**config.mk**
```make
export PLATFORM = sky130hd
export DESIGN_NAME = floppy_drive_control_regs
export DESIGN_NICKNAME = d
export VERILOG_FILES = /design/src/floppy_ctrl_pkg.sv /design/src/floppy_drive_control_regs.sv
export SDC_FILE = /design/constraint.sdc
export NUM_CORES = 1
export LEC_CHECK = 0
export BUFFER_PORTS_ARGS = -buffer_cell sky130_fd_sc_hd__buf_4
export CORE_ASPECT_RATIO = 1.75
export CORE_UTILIZATION = 51
export DETAILED_ROUTE_END_ITERATION = 12
export PLACE_DENSITY = 0.83
export SYNTH_ARGS = -nofsm -noshare
export SYNTH_HDL_FRONTEND = slang
export SYNTH_SLANG_ARGS = --single-unit
```
**constraint.sdc**
```tcl
create_clock -name clk_i -period 3.2 [get_ports clk_i]
set_input_delay 0.64 -clock clk_i [delete_from_list [all_inputs] [get_ports clk_i]]
set_output_delay 0.64 -clock clk_i [all_outputs]
set_load 0.01 [all_outputs]
```
**src/floppy_ctrl_pkg.sv**
```systemverilog
// Constants for the floppy drive control register bank.
// Assumes a byte-wide host port addressed by the low bits of the legacy I/O map.
// Overview of operation
// - Drive output control clears on hardware reset only
// - Low two bits encode selected drive
// - Bit 2 low holds controller in reset
// - Back-to-back clear/set writes give valid reset
// - Bit 3 gates DMA and interrupt in legacy
// - Extended mode keeps DMA and interrupt enabled
// - Bits 4,5 drive active-low motor outputs
// - Select low only when motor bit and number match
// - Bits 6,7 drive no pin
// - Tape field selects tape drive, 0 accepted and reset value
// - Tape assignment survives software reset
// - Normal mode reads tape bits 7:2 zero
// - Enhanced mode reads drive type, boot drive
// - Drive type picked from config F2 pair
// - Rate select write-only, hardware reset 02
// - Latest rate write from either register wins
// - Bits 4:2 choose write precompensation delay
// - Precompensation starts at configurable track
// - Power-down bit stops clock until wake
// - Rate bit 7 resets controller, self-clearing
`default_nettype none
package floppy_ctrl_pkg;
  localparam logic [9:0] OFF_DRIVE_OUT  = 10'h3f2;
  localparam logic [9:0] OFF_TAPE       = 10'h3f3;
  localparam logic [9:0] OFF_RATE       = 10'h3f4;
  localparam logic [9:0] OFF_DATA       = 10'h3f5;
  localparam logic [9:0] OFF_CCR        = 10'h3f7;
  localparam logic [7:0] DRIVE_OUT_RST  = 8'h00;
  localparam logic [7:0] RATE_RST       = 8'h02;
  localparam logic [1:0] TAPE_RST       = 2'h0;
  localparam logic [7:0] WRITE_FIELD_A_TRACK_RST = 8'h00;
  localparam int         BIT_RESET_N    = 2;
  localparam int         BIT_DMA_GATE   = 3;
  localparam int         BIT_MOTOR0     = 4;
  localparam int         BIT_MOTOR1     = 5;
  localparam int         BIT_POWER_DOWN = 6;
  localparam int         BIT_SOFT_RESET = 7;
  // Minimum software reset width and its cycle count at 25 MHz
  localparam int         SOFT_RESET_MIN_NS = 100;
  localparam int         CLK_PERIOD_NS     = 40;
  localparam int         SOFT_RESET_CYCLES =
    (SOFT_RESET_MIN_NS + CLK_PERIOD_NS - 1) / CLK_PERIOD_NS;
  // Precompensation delay in units of the nominal 41.67 ns step
  localparam logic [2:0] WRITE_FIELD_A_DEFAULT_CODE = 3'h0;
  localparam logic [2:0] WRITE_FIELD_A_ZERO_CODE    = 3'h7;
  localparam logic [2:0] DEFAULT_STEPS_FAST   = 3'h1;
  localparam logic [2:0] DEFAULT_STEPS_SLOW   = 3'h3;
  localparam logic [1:0] RATE_500K = 2'h0;
  localparam logic [1:0] RATE_300K = 2'h1;
  localparam logic [1:0] RATE_250K = 2'h2;
  localparam logic [1:0] RATE_1M   = 2'h3;
  typedef enum logic [1:0] {MODE_LEGACY_AT, MODE_SLIM, MODE_EXTENDED} status_mode_t;
endpackage
`default_nettype wire

```
**src/floppy_drive_control_regs.sv**
```systemverilog
// Host-visible drive output, tape assignment and rate/precompensation registers.
// Assumes a one-cycle host port, inputs synchronous to clk_i, config F2 held outside.
//
// Added by the designer: strobed register access.
`default_nettype none
module floppy_drive_control_regs (
  input  wire logic       clk_i,
  input  wire logic       rst_n_i,
  input  wire logic [9:0] addr_i,
  input  wire logic [7:0] wdata_i,
  input  wire logic       wr_i,
  input  wire logic       rd_i,
  output var  logic [7:0] rdata_o,
  input  wire logic [1:0] status_mode_i,
  input  wire logic       enhanced_floppy_mode_2_i,
  input  wire logic       swap_drives_i,
  input  wire logic [7:0] fdc_config_reg_f2_i,
  input  wire logic [1:0] boot_drive_i,
  input  wire logic       ccr_rate_wr_i,
  input  wire logic [1:0] ccr_rate_i,
  input  wire logic       write_field_a_track_wr_i,
  input  wire logic [7:0] write_field_a_track_i,
  output var  logic       select_out_drive0_n_o,
  output var  logic       select_out_drive1_n_o,
  output var  logic       motor_out_drive0_n_o,
  output var  logic       motor_out_drive1_n_o,
  output var  logic       dma_irq_gate_o,
  output var  logic       ctrl_reset_o,
  output var  logic       power_down_o,
  output var  logic [1:0] rate_field_o,
  output var  logic [2:0] write_field_a_o,
  output var  logic [2:0] write_field_a_steps_o,
  output var  logic [1:0] tape_drive_o,
  output var  logic [7:0] write_field_a_track_o
);
  logic [7:0] drive_output_control_reg;
  logic [1:0] tape_assignment_reg;
  logic [7:0] rate_write_field_a_select_reg;
  logic [1:0] active_rate_reg;
  logic [1:0] pulse_cnt_reg;
  logic       power_down_reg;
  logic       wr_dor;
  logic       wr_tape;
  logic       wr_rate;
  logic       soft_reset;
  logic       wake;
  logic       held_soft_reset_n;
  logic [1:0] sel;
  logic       sel_hit0;
  logic       sel_hit1;
  logic [7:0] tape_read;
  logic [1:0] drive_type;
  logic [2:0] pc_code;

  assign wr_dor  = wr_i && addr_i == floppy_ctrl_pkg::OFF_DRIVE_OUT;
  assign wr_tape = wr_i && addr_i == floppy_ctrl_pkg::OFF_TAPE;
  assign wr_rate = wr_i && addr_i == floppy_ctrl_pkg::OFF_RATE;
  assign held_soft_reset_n = drive_output_control_reg[floppy_ctrl_pkg::BIT_RESET_N];
  // Self-clearing reset is stretched so it always meets the minimum width
  assign soft_reset = !held_soft_reset_n || pulse_cnt_reg != 2'h0;
  // Host access to data or main status register leaves manual low power
  assign wake = (rd_i || wr_i) && (addr_i == floppy_ctrl_pkg::OFF_DATA
                || (rd_i && addr_i == floppy_ctrl_pkg::OFF_RATE));

  // Only hardware reset clears it; software reset never touches it
  always_ff @(posedge clk_i) begin
    if (!rst_n_i) begin
      drive_output_control_reg <= floppy_ctrl_pkg::DRIVE_OUT_RST;
    end else if (wr_dor) begin
      drive_output_control_reg <= wdata_i;
    end
  end

  always_ff @(posedge clk_i) begin
    if (!rst_n_i) begin
      tape_assignment_reg <= floppy_ctrl_pkg::TAPE_RST;
    end else if (wr_tape) begin
      tape_assignment_reg <= wdata_i[1:0];
    end
  end

  always_ff @(posedge clk_i) begin
    if (!rst_n_i) begin
      rate_write_field_a_select_reg <= floppy_ctrl_pkg::RATE_RST;
    end else if (wr_rate) begin
      rate_write_field_a_select_reg <= {1'b0, wdata_i[6], 1'b0, wdata_i[4:0]};
    end
  end

  always_ff @(posedge clk_i) begin
    if (!rst_n_i) begin
      active_rate_reg <= floppy_ctrl_pkg::RATE_RST[1:0];
    end else if (wr_rate) begin
      active_rate_reg <= wdata_i[1:0];
    end else if (ccr_rate_wr_i) begin
      active_rate_reg <= ccr_rate_i;
    end
  end

  // A held-reset write starts the same stretch, so a clear-then-set pair
  // of back-to-back writes still lasts the minimum reset width
  always_ff @(posedge clk_i) begin
    if (!rst_n_i) begin
      pulse_cnt_reg <= 2'h0;
    end else if ((wr_rate && wdata_i[floppy_ctrl_pkg::BIT_SOFT_RESET])
                 || (wr_dor && !wdata_i[floppy_ctrl_pkg::BIT_RESET_N])) begin
      pulse_cnt_reg <= 2'(floppy_ctrl_pkg::SOFT_RESET_CYCLES);
    end else if (pulse_cnt_reg != 2'h0) begin
      pulse_cnt_reg <= pulse_cnt_reg - 2'h1;
    end
  end

  // A fresh power-down write wins over a same-cycle wake
  always_ff @(posedge clk_i) begin
    if (!rst_n_i) begin
      power_down_reg <= 1'b0;
    end else if (wr_rate && wdata_i[floppy_ctrl_pkg::BIT_POWER_DOWN]) begin
      power_down_reg <= 1'b1;
    end else if (soft_reset || wake) begin
      power_down_reg <= 1'b0;
    end
  end

  always_ff @(posedge clk_i) begin
    if (!rst_n_i) begin
      write_field_a_track_o <= floppy_ctrl_pkg::WRITE_FIELD_A_TRACK_RST;
    end else if (write_field_a_track_wr_i) begin
      write_field_a_track_o <= write_field_a_track_i;
    end
  end

  assign sel = drive_output_control_reg[1:0];
  assign sel_hit0 = drive_output_control_reg[floppy_ctrl_pkg::BIT_MOTOR0] && sel == 2'h0;
  assign sel_hit1 = drive_output_control_reg[floppy_ctrl_pkg::BIT_MOTOR1] && sel == 2'h1;

  // Bits 6 and 7 are stored and read back but reach no pin
  always_ff @(posedge clk_i) begin
    if (!rst_n_i) begin
      select_out_drive0_n_o <= 1'b1;
      select_out_drive1_n_o <= 1'b1;
      motor_out_drive0_n_o  <= 1'b1;
      motor_out_drive1_n_o  <= 1'b1;
    end else if (!swap_drives_i) begin
      select_out_drive0_n_o <= !sel_hit0;
      select_out_drive1_n_o <= !sel_hit1;
      motor_out_drive0_n_o  <= !drive_output_control_reg[floppy_ctrl_pkg::BIT_MOTOR0];
      motor_out_drive1_n_o  <= !drive_output_control_reg[floppy_ctrl_pkg::BIT_MOTOR1];
    end else begin
      select_out_drive0_n_o <= !sel_hit1;
      select_out_drive1_n_o <= !sel_hit0;
      motor_out_drive0_n_o  <= !drive_output_control_reg[floppy_ctrl_pkg::BIT_MOTOR1];
      motor_out_drive1_n_o  <= !drive_output_control_reg[floppy_ctrl_pkg::BIT_MOTOR0];
    end
  end

  always_ff @(posedge clk_i) begin
    if (!rst_n_i) begin
      dma_irq_gate_o <= 1'b0;
    end else if (status_mode_i == 2'(floppy_ctrl_pkg::MODE_EXTENDED)) begin
      dma_irq_gate_o <= 1'b1;
    end else begin
      dma_irq_gate_o <= drive_output_control_reg[floppy_ctrl_pkg::BIT_DMA_GATE];
    end
  end

  always_ff @(posedge clk_i) begin
    if (!rst_n_i) begin
      ctrl_reset_o <= 1'b1;
      power_down_o <= 1'b0;
    end else begin
      ctrl_reset_o <= soft_reset;
      power_down_o <= power_down_reg;
    end
  end

  // Delay in 41.67 ns steps; the consumer halves the step at 2 Mbps
  assign pc_code = rate_write_field_a_select_reg[4:2];
  always_ff @(posedge clk_i) begin
    if (!rst_n_i) begin
      rate_field_o    <= floppy_ctrl_pkg::RATE_RST[1:0];
      write_field_a_o <= floppy_ctrl_pkg::RATE_RST[4:2];
      write_field_a_steps_o <= floppy_ctrl_pkg::DEFAULT_STEPS_SLOW;
      tape_drive_o    <= floppy_ctrl_pkg::TAPE_RST;
    end else begin
      rate_field_o    <= active_rate_reg;
      write_field_a_o <= pc_code;
      tape_drive_o    <= tape_assignment_reg;
      if (pc_code == floppy_ctrl_pkg::WRITE_FIELD_A_ZERO_CODE) begin
        write_field_a_steps_o <= 3'h0;
      end else if (pc_code != floppy_ctrl_pkg::WRITE_FIELD_A_DEFAULT_CODE) begin
        write_field_a_steps_o <= pc_code;
      end else if (active_rate_reg == floppy_ctrl_pkg::RATE_1M) begin
        write_field_a_steps_o <= floppy_ctrl_pkg::DEFAULT_STEPS_FAST;
      end else begin
        write_field_a_steps_o <= floppy_ctrl_pkg::DEFAULT_STEPS_SLOW;
      end
    end
  end

  always_comb begin
    case (sel)
      2'h0:    drive_type = fdc_config_reg_f2_i[1:0];
      2'h1:    drive_type = fdc_config_reg_f2_i[3:2];
      2'h2:    drive_type = fdc_config_reg_f2_i[5:4];
      default: drive_type = fdc_config_reg_f2_i[7:6];
    endcase
  end

  always_comb begin
    if (enhanced_floppy_mode_2_i) begin
      tape_read = {2'h0, drive_type, boot_drive_i, tape_assignment_reg};
    end else begin
      tape_read = {6'h00, tape_assignment_reg};
    end
  end

  // Rate register is write-only; unmapped or write-only reads return zero
  always_ff @(posedge clk_i) begin
    if (!rst_n_i) begin
      rdata_o <= 8'h00;
    end else if (rd_i && addr_i == floppy_ctrl_pkg::OFF_DRIVE_OUT) begin
      rdata_o <= drive_output_control_reg;
    end else if (rd_i && addr_i == floppy_ctrl_pkg::OFF_TAPE) begin
      rdata_o <= tape_read;
    end else begin
      rdata_o <= 8'h00;
    end
  end
endmodule
`default_nettype wire

```
==> results of run 1 <==
worst max-delay path: stages:
cell	delay, ns
buf_4	0.17
nand2b_1	0.27
nor4_4	0.49
mux2_2	0.39
per-layer routing:
metal / share of wire [%] / vias up / GRT usage, %
met3: 4.6 / 8 / 5.32
met1: 38 / 772 / 21.4
met5: 0 / - / 0
li1: - / 840 / -
met4: 1.9 / 0 / 9.61
met2: 56 / 47 / 36.7
logic make-up (layout without fill, tap and decap cells):
logic type / after synthesis / after routing
AOI/OAI and AO/OA: 18 / 18
muxes: 33 / 33
adders and majority gates: 1 / 1
DFF: 51 / 51
buffers and inverters: 19 / 97
and+or+nand+nor: 79 / 79
xor gates and xnor gates: 1 / 1
cell usage after synthesis, types with 2 or more instances:
cell type	number
dfxtp_1	51
nand2_1	32
mux2i_1	28
nor2b_1	10
clkbuf_1	9
inv_1	9
nand2b_1	8
a21oi_1	5
mux2_2	5
nand3_1	5
nor2_1	4
o21ai_0	4
a21boi_0	2
and2_1	2
nand3b_1	2
nor3b_2	2
nor4_1	2
nor4_4	2
final cells by class:
cell class,count,area (sq um)
clock buffer,6,82.6
clock inverter,2,13.8
fill,322,1100
inverter,9,33.8
multi-input combinational,132,952
sequential,51,1020
tap,48,60.1
timing repair buffer,80,601
metrics by stage:
step | utilization, % | instance area [sq um] | worst slack (ns) | hold slack (ns) | cells
2_1_floorplan | - | 2050 | 1.39 | 0.395 | 202
3_3_place_gp | 69.0 | 2670 | 1.18 | 0.442 | 320
3_5_place_dp | 69.0 | 2670 | 1.13 | 0.448 | 320
4_1_cts | 71.5 | 2760 | 1.45 | 0.465 | 328
5_1_grt | 71.5 | 2760 | 1.41 | 0.500 | 328
6_report | 71.5 | 2760 | 1.43 | 0.466 | 328
power breakdown:
part	internal [mW]	switching (mW)
registers	0.655	0.00802
clock network	0.177	0.204
logic	0.0953	0.0735
final timing paths:
path / start / cells past startpoint / endpoint
worst max register to register: drive_output_control_reg[1] / 3 / rdata_o[4]
worst max-delay path: addr_i[0] / 4 / active_rate_reg[1]
worst min register to register: drive_output_control_reg[6] / 2 / drive_output_control_reg[6]
worst min-delay path: drive_output_control_reg[6] / 2 / drive_output_control_reg[6]
==> out/metrics.yaml, run 1 <==
global_routing:
  grt_pass1_vias: 1519
  antenna_found_initial: 0
  grt_overflow_total: 0
  grt.total_usage_pct: 20.4
  grt_max_degree: 46
  grt_pass1_wl_microns: 6590
place:
  dp_hpwl_microns: 3150
  place_congestion: 0.774
  io_buffers: 80
synthesis:
  synth-edff-count: 0
  ys_seq_area_share_pct: 49.8
  netlist.top_cell.by_area: "dfxtp_1"
  ys_ff_latch: 51
  mappedNetlistNets: 251
  async_flop_share_pct: 0
  synth-xor-area-share_pct: 0.427
  syn_area_per_cell_sq_um: 10.2
  synth_warnings: 0
  synthCells: 202
  synth_area_sq_um: 2050
  synth.distinct_cells: 38
  synth_top_family_by_area: "simple AND/OR/NAND/NOR gates"
  dominantRegCellSynth: "dfxtp_1"
  synth_compound_area_share_pct: 6.10
  yosys-top-cells-area: "dfxtp_1 50%, mux2i_1 14%, nand2_1 5.9%, nor2b_1 3.0%, mux2_2 2.7%"
  netlist.area_leader.share_pct: 49.8
  synthMuxAreaShare_pct: 16.4
  synthAdderAreaFrac_pct: 0.610
  synth_simple_gate_area_share_pct: 22.9
critical_path:
  crit_type: "input port to register"
  crit_path_start_kind: "input port"
  reg2reg_setup_slack_ns: 2.02
  worstPathRequired_ns: 3.40
  cp_max_fo: 16
  cp-end-kind: "register"
  cp_data_arrival_time_ns: 1.97
sta:
  drv_slew: 0
  final_hold_viol_count: 0
  relSlewSlack_pct: 54.2
  max_freq_mhz: 564
  period_needed_ns: 1.77
  clock_skew_ns: 0.0103
  tns_ns: 0
  tightest_slew_ns: 0.682
  period_share_pct: 55.5
  setup_violations: 0
  rsz0062_at_grt: "false"
clocking:
  insertion_delay_ns: 0.30
  htreeDepth: 2
  cts_made_buffers: 5
  root_buffer: "clkbuf_8"
  cts_hold_buffers: 0
  post_cts_buffers: 0
  cts.reportedPaths.clkPinSlew_ns: 0.09
  clock_sinks: 51
  cts_max_path_buffers: 2
  cts_tree: "yes"
  cts_resized: 0
hold_path:
  holdCritPathClass: "register to register"
routing:
  drt-pass1-iter-count: 4
  drt_iter0_drc: 40
  antenna_left: 0
  vias: 1667
  routed_via_density: 5.08
  wl_per_cell_microns: 12.5
  routed_wl_microns: 4120
  drc: 0
floorplanning:
  dieArea_sq_um: 4290
  row_count: 30
  die_w_microns: 50.0
  core_region_area_sq_um: 3870
  die_y_microns: 85.9
  initial_utilization_pct: 53.1
  boundaryPins: 81
power:
  power_density_nw_per_um2: 439
  peakVddDrop_v: 0.000424
  p_leak_nw: 1.20
  p_total_mw: 1.21
outcome:
  outcome: "completed"
finish:
  final_common_cell: "buf_4"
  area_delta_synth_final_pct: 34.7
  drive_gt1_share_pct: 36.4
  antennaDiodeCount: 0
  most-common-layout-cells: "80 x buf_4, 51 x dfxtp_1, 32 x nand2_1, 28 x mux2i_1, 10 x nor2b_1"
  final_net_count: 328
run:
  cap_violations: 0
(Power assumes the default switching activity.)
==> inputs of run 2 (changes only) <==
CORE_UTILIZATION = 48   (was 51)
PLACE_DENSITY = 0.79   (was 0.83)
clock period = 1.7 ns   (was 3.2 ns; I/O delays follow)
==> out/metrics.yaml, run 2 (synthesis gave the netlist of run 1 again) <==
floorplanning:
  dieArea_sq_um: 4550  # +6.0%
  boundaryPins: 81  # unchanged
  row_count: 31  # +3.3%
  die_w_microns: 51.4  # +3.0%
  core_region_area_sq_um: 4110  # +6.3%
  initial_utilization_pct: 49.9  # -3.2 points
  die_y_microns: 88.5  # +3.0%
global_routing:
  grt_overflow_total: 0  # unchanged
  grt.total_usage_pct: 19.7  # -0.62 points
  grt_max_degree: 45  # -2.2%
  grt_pass1_vias: 1545  # +1.7%
  antenna_found_initial: 0  # unchanged
  grt_pass1_wl_microns: 6620  # +0.42%
critical_path:
  critPathBufInv: 1  # unchanged
  crit_path_start_kind: "input port"
  cp-end-kind: "register"
  path_cells: "buf_4, nand4b_4, or4_1, o21ba_4"
  worstPathRequired_ns: 1.95  # -1.45 ns
  cp_max_fo: 8  # -8
  crit_type: "input port to register"
  crit_path_top_delay_cell: "or4_1"
  cpLargestDelayFamily: "simple AND/OR/NAND/NOR gates"
  cp_slowest_stage_delay_ns: 0.71  # +0.22 ns
  cp_data_arrival_time_ns: 1.60  # -0.37 ns
power:
  peakVddDrop_v: 0.000652  # +54%
  pwr-share-comb_pct: 13.9  # about the same
  internal-power_mw: 1.85  # +99%
  p_total_mw: 2.39  # +97%
  swShare_pct: 22.7  # -0.87 points
  p_seq_share_pct: 52.2  # -2.5 points
  power_density_nw_per_um2: 839  # +91%
  p_leak_nw: 1.24  # +3.4%
  switchingPower_mw: 0.542  # +90%
  p_clk_share_pct: 33.9  # +2.5 points
finish:
  fillers: 338  # +5.0%
  area_delta_synth_final_pct: 38.8
  finish.utilization_pct: 69.3  # -2.2 points
  antennaDiodeCount: 0  # unchanged
  final_net_count: 336  # +2.4%
  fin_area_sq_um: 2850  # +3.0%
  final_common_cell: "buf_4"
  drive_gt1_share_pct: 38.0  # +1.6 points
  most-common-layout-cells: "87 x buf_4, 51 x dfxtp_1, 32 x nand2_1, 28 x mux2i_1, 10 x nor2b_1"
clocking:
  htreeDepth: 2  # unchanged
  post_cts_buffers: 0  # unchanged
  cts_tree: "yes"
  cts_resized: 0  # unchanged
  cts_hold_buffers: 0  # unchanged
  cts_made_buffers: 5  # unchanged
  insertion_delay_ns: 0.30  # about the same
  clock_sinks: 51  # unchanged
  root_buffer: "clkbuf_8"
  cts.reportedPaths.clkPinSlew_ns: 0.09  # about the same
  cts_max_path_buffers: 2  # unchanged
sta:
  final_hold_viol_count: 0  # unchanged
  max_freq_mhz: 741
  period_needed_ns: 1.35
  tns_ns: 0  # unchanged
  tightest_slew_ns: 0.399  # -0.283 ns
  clock_skew_ns: 0.00377  # -0.00657 ns
  rsz0062_at_grt: "false"
  period_share_pct: 79.4
  relSlewSlack_pct: 73.4  # +19 points
  setup_violations: 0  # unchanged
  drv_slew: 0  # unchanged
routing:
  routed_via_density: 4.99  # -1.8%
  vias: 1677  # +0.60%
  routed_wl_microns: 4380  # +6.5%
  drt_iter0_drc: 17  # -57%
  drc: 0  # unchanged
  antenna_left: 0  # unchanged
  wl_per_cell_microns: 13.0  # +3.9%
  drt-pass1-iter-count: 4  # unchanged
place:
  dp_hpwl_microns: 3270  # +3.9%
  io_buffers: 80  # unchanged
  postPlaceCellArea_sq_um: 2740  # +2.8%
  place_congestion: 0.749  # -3.2%
run:
  cap_violations: 0  # unchanged
hold_path:
  holdCritPathClass: "input port to register"
outcome:
  outcome: "completed"
-- run 2: stage by stage --
| step | cells | worst slack [ns] | hold slack, ns |
|---|---|---|---|
| 6_report | 336 | 0.351 | 0.294 |
| 5_1_grt | 336 | 0.301 | 0.306 |
| 4_1_cts | 336 | 0.349 | 0.287 |
| 3_5_place_dp | 329 | 0.0387 | 0.419 |
| 3_3_place_gp | 329 | 0.0462 | 0.420 |
| 2_1_floorplan | 202 | 0.190 | 0.395 |
-- run 2: cell type report --
class,instances,area [sq um],share of cell area [%]
Sequential cell,51,1020,35.9
Multi-Input combinational cell,132,952,33.4
Timing Repair Buffer,88,673,23.6
Clock buffer,5,68.8,2.42
Tap cell,49,61.3,2.15
Clock inverter,2,37.5,1.32
Inverter,9,33.8,1.19
-- run 2: path summary, 6_finish.rpt --
kind / from / to / slack, ns / cells past startpoint
min reg2reg: drive_output_control_reg[2] / ctrl_reset_o / 0.44 / 1
min: wdata_i[5] / drive_output_control_reg[5] / 0.29 / 3
max reg2reg: drive_output_control_reg[1] / rdata_o[4] / 0.51 / 3
max: addr_i[3] / rdata_o[5] / 0.35 / 4
-- run 2: per-layer routing --
| layer | share of wire (%) | GRT usage, % | vias to the layer above |
|---|---|---|---|
| li1 | - | - | 848 |
| met1 | 39 | 20.5 | 776 |
| met2 | 55 | 36.8 | 48 |
| met3 | 4.8 | 5.15 | 5 |
| met4 | 1.3 | 7.37 | 0 |
| met5 | 0 | 0 | - |
-- run 2: power by group through the flow --
| stage | Clock (mW) | Sequential [mW] | Combinational (mW) |
|---|---|---|---|
| 2_1_floorplan | 0 | 1.28 | 0.172 |
| 3_3_place_gp | 0 | 1.27 | 0.322 |
| 3_5_place_dp | 0 | 1.28 | 0.334 |
| 4_1_cts | 0.826 | 1.25 | 0.336 |
| 5_1_grt | 0.877 | 1.25 | 0.369 |
| 6_report | 0.810 | 1.25 | 0.332 |
-- run 2: worst min-delay path, stage by stage --
cell,delay (ns)
buf_4,0.11
nand2_1,0.04
mux2i_1,0.06
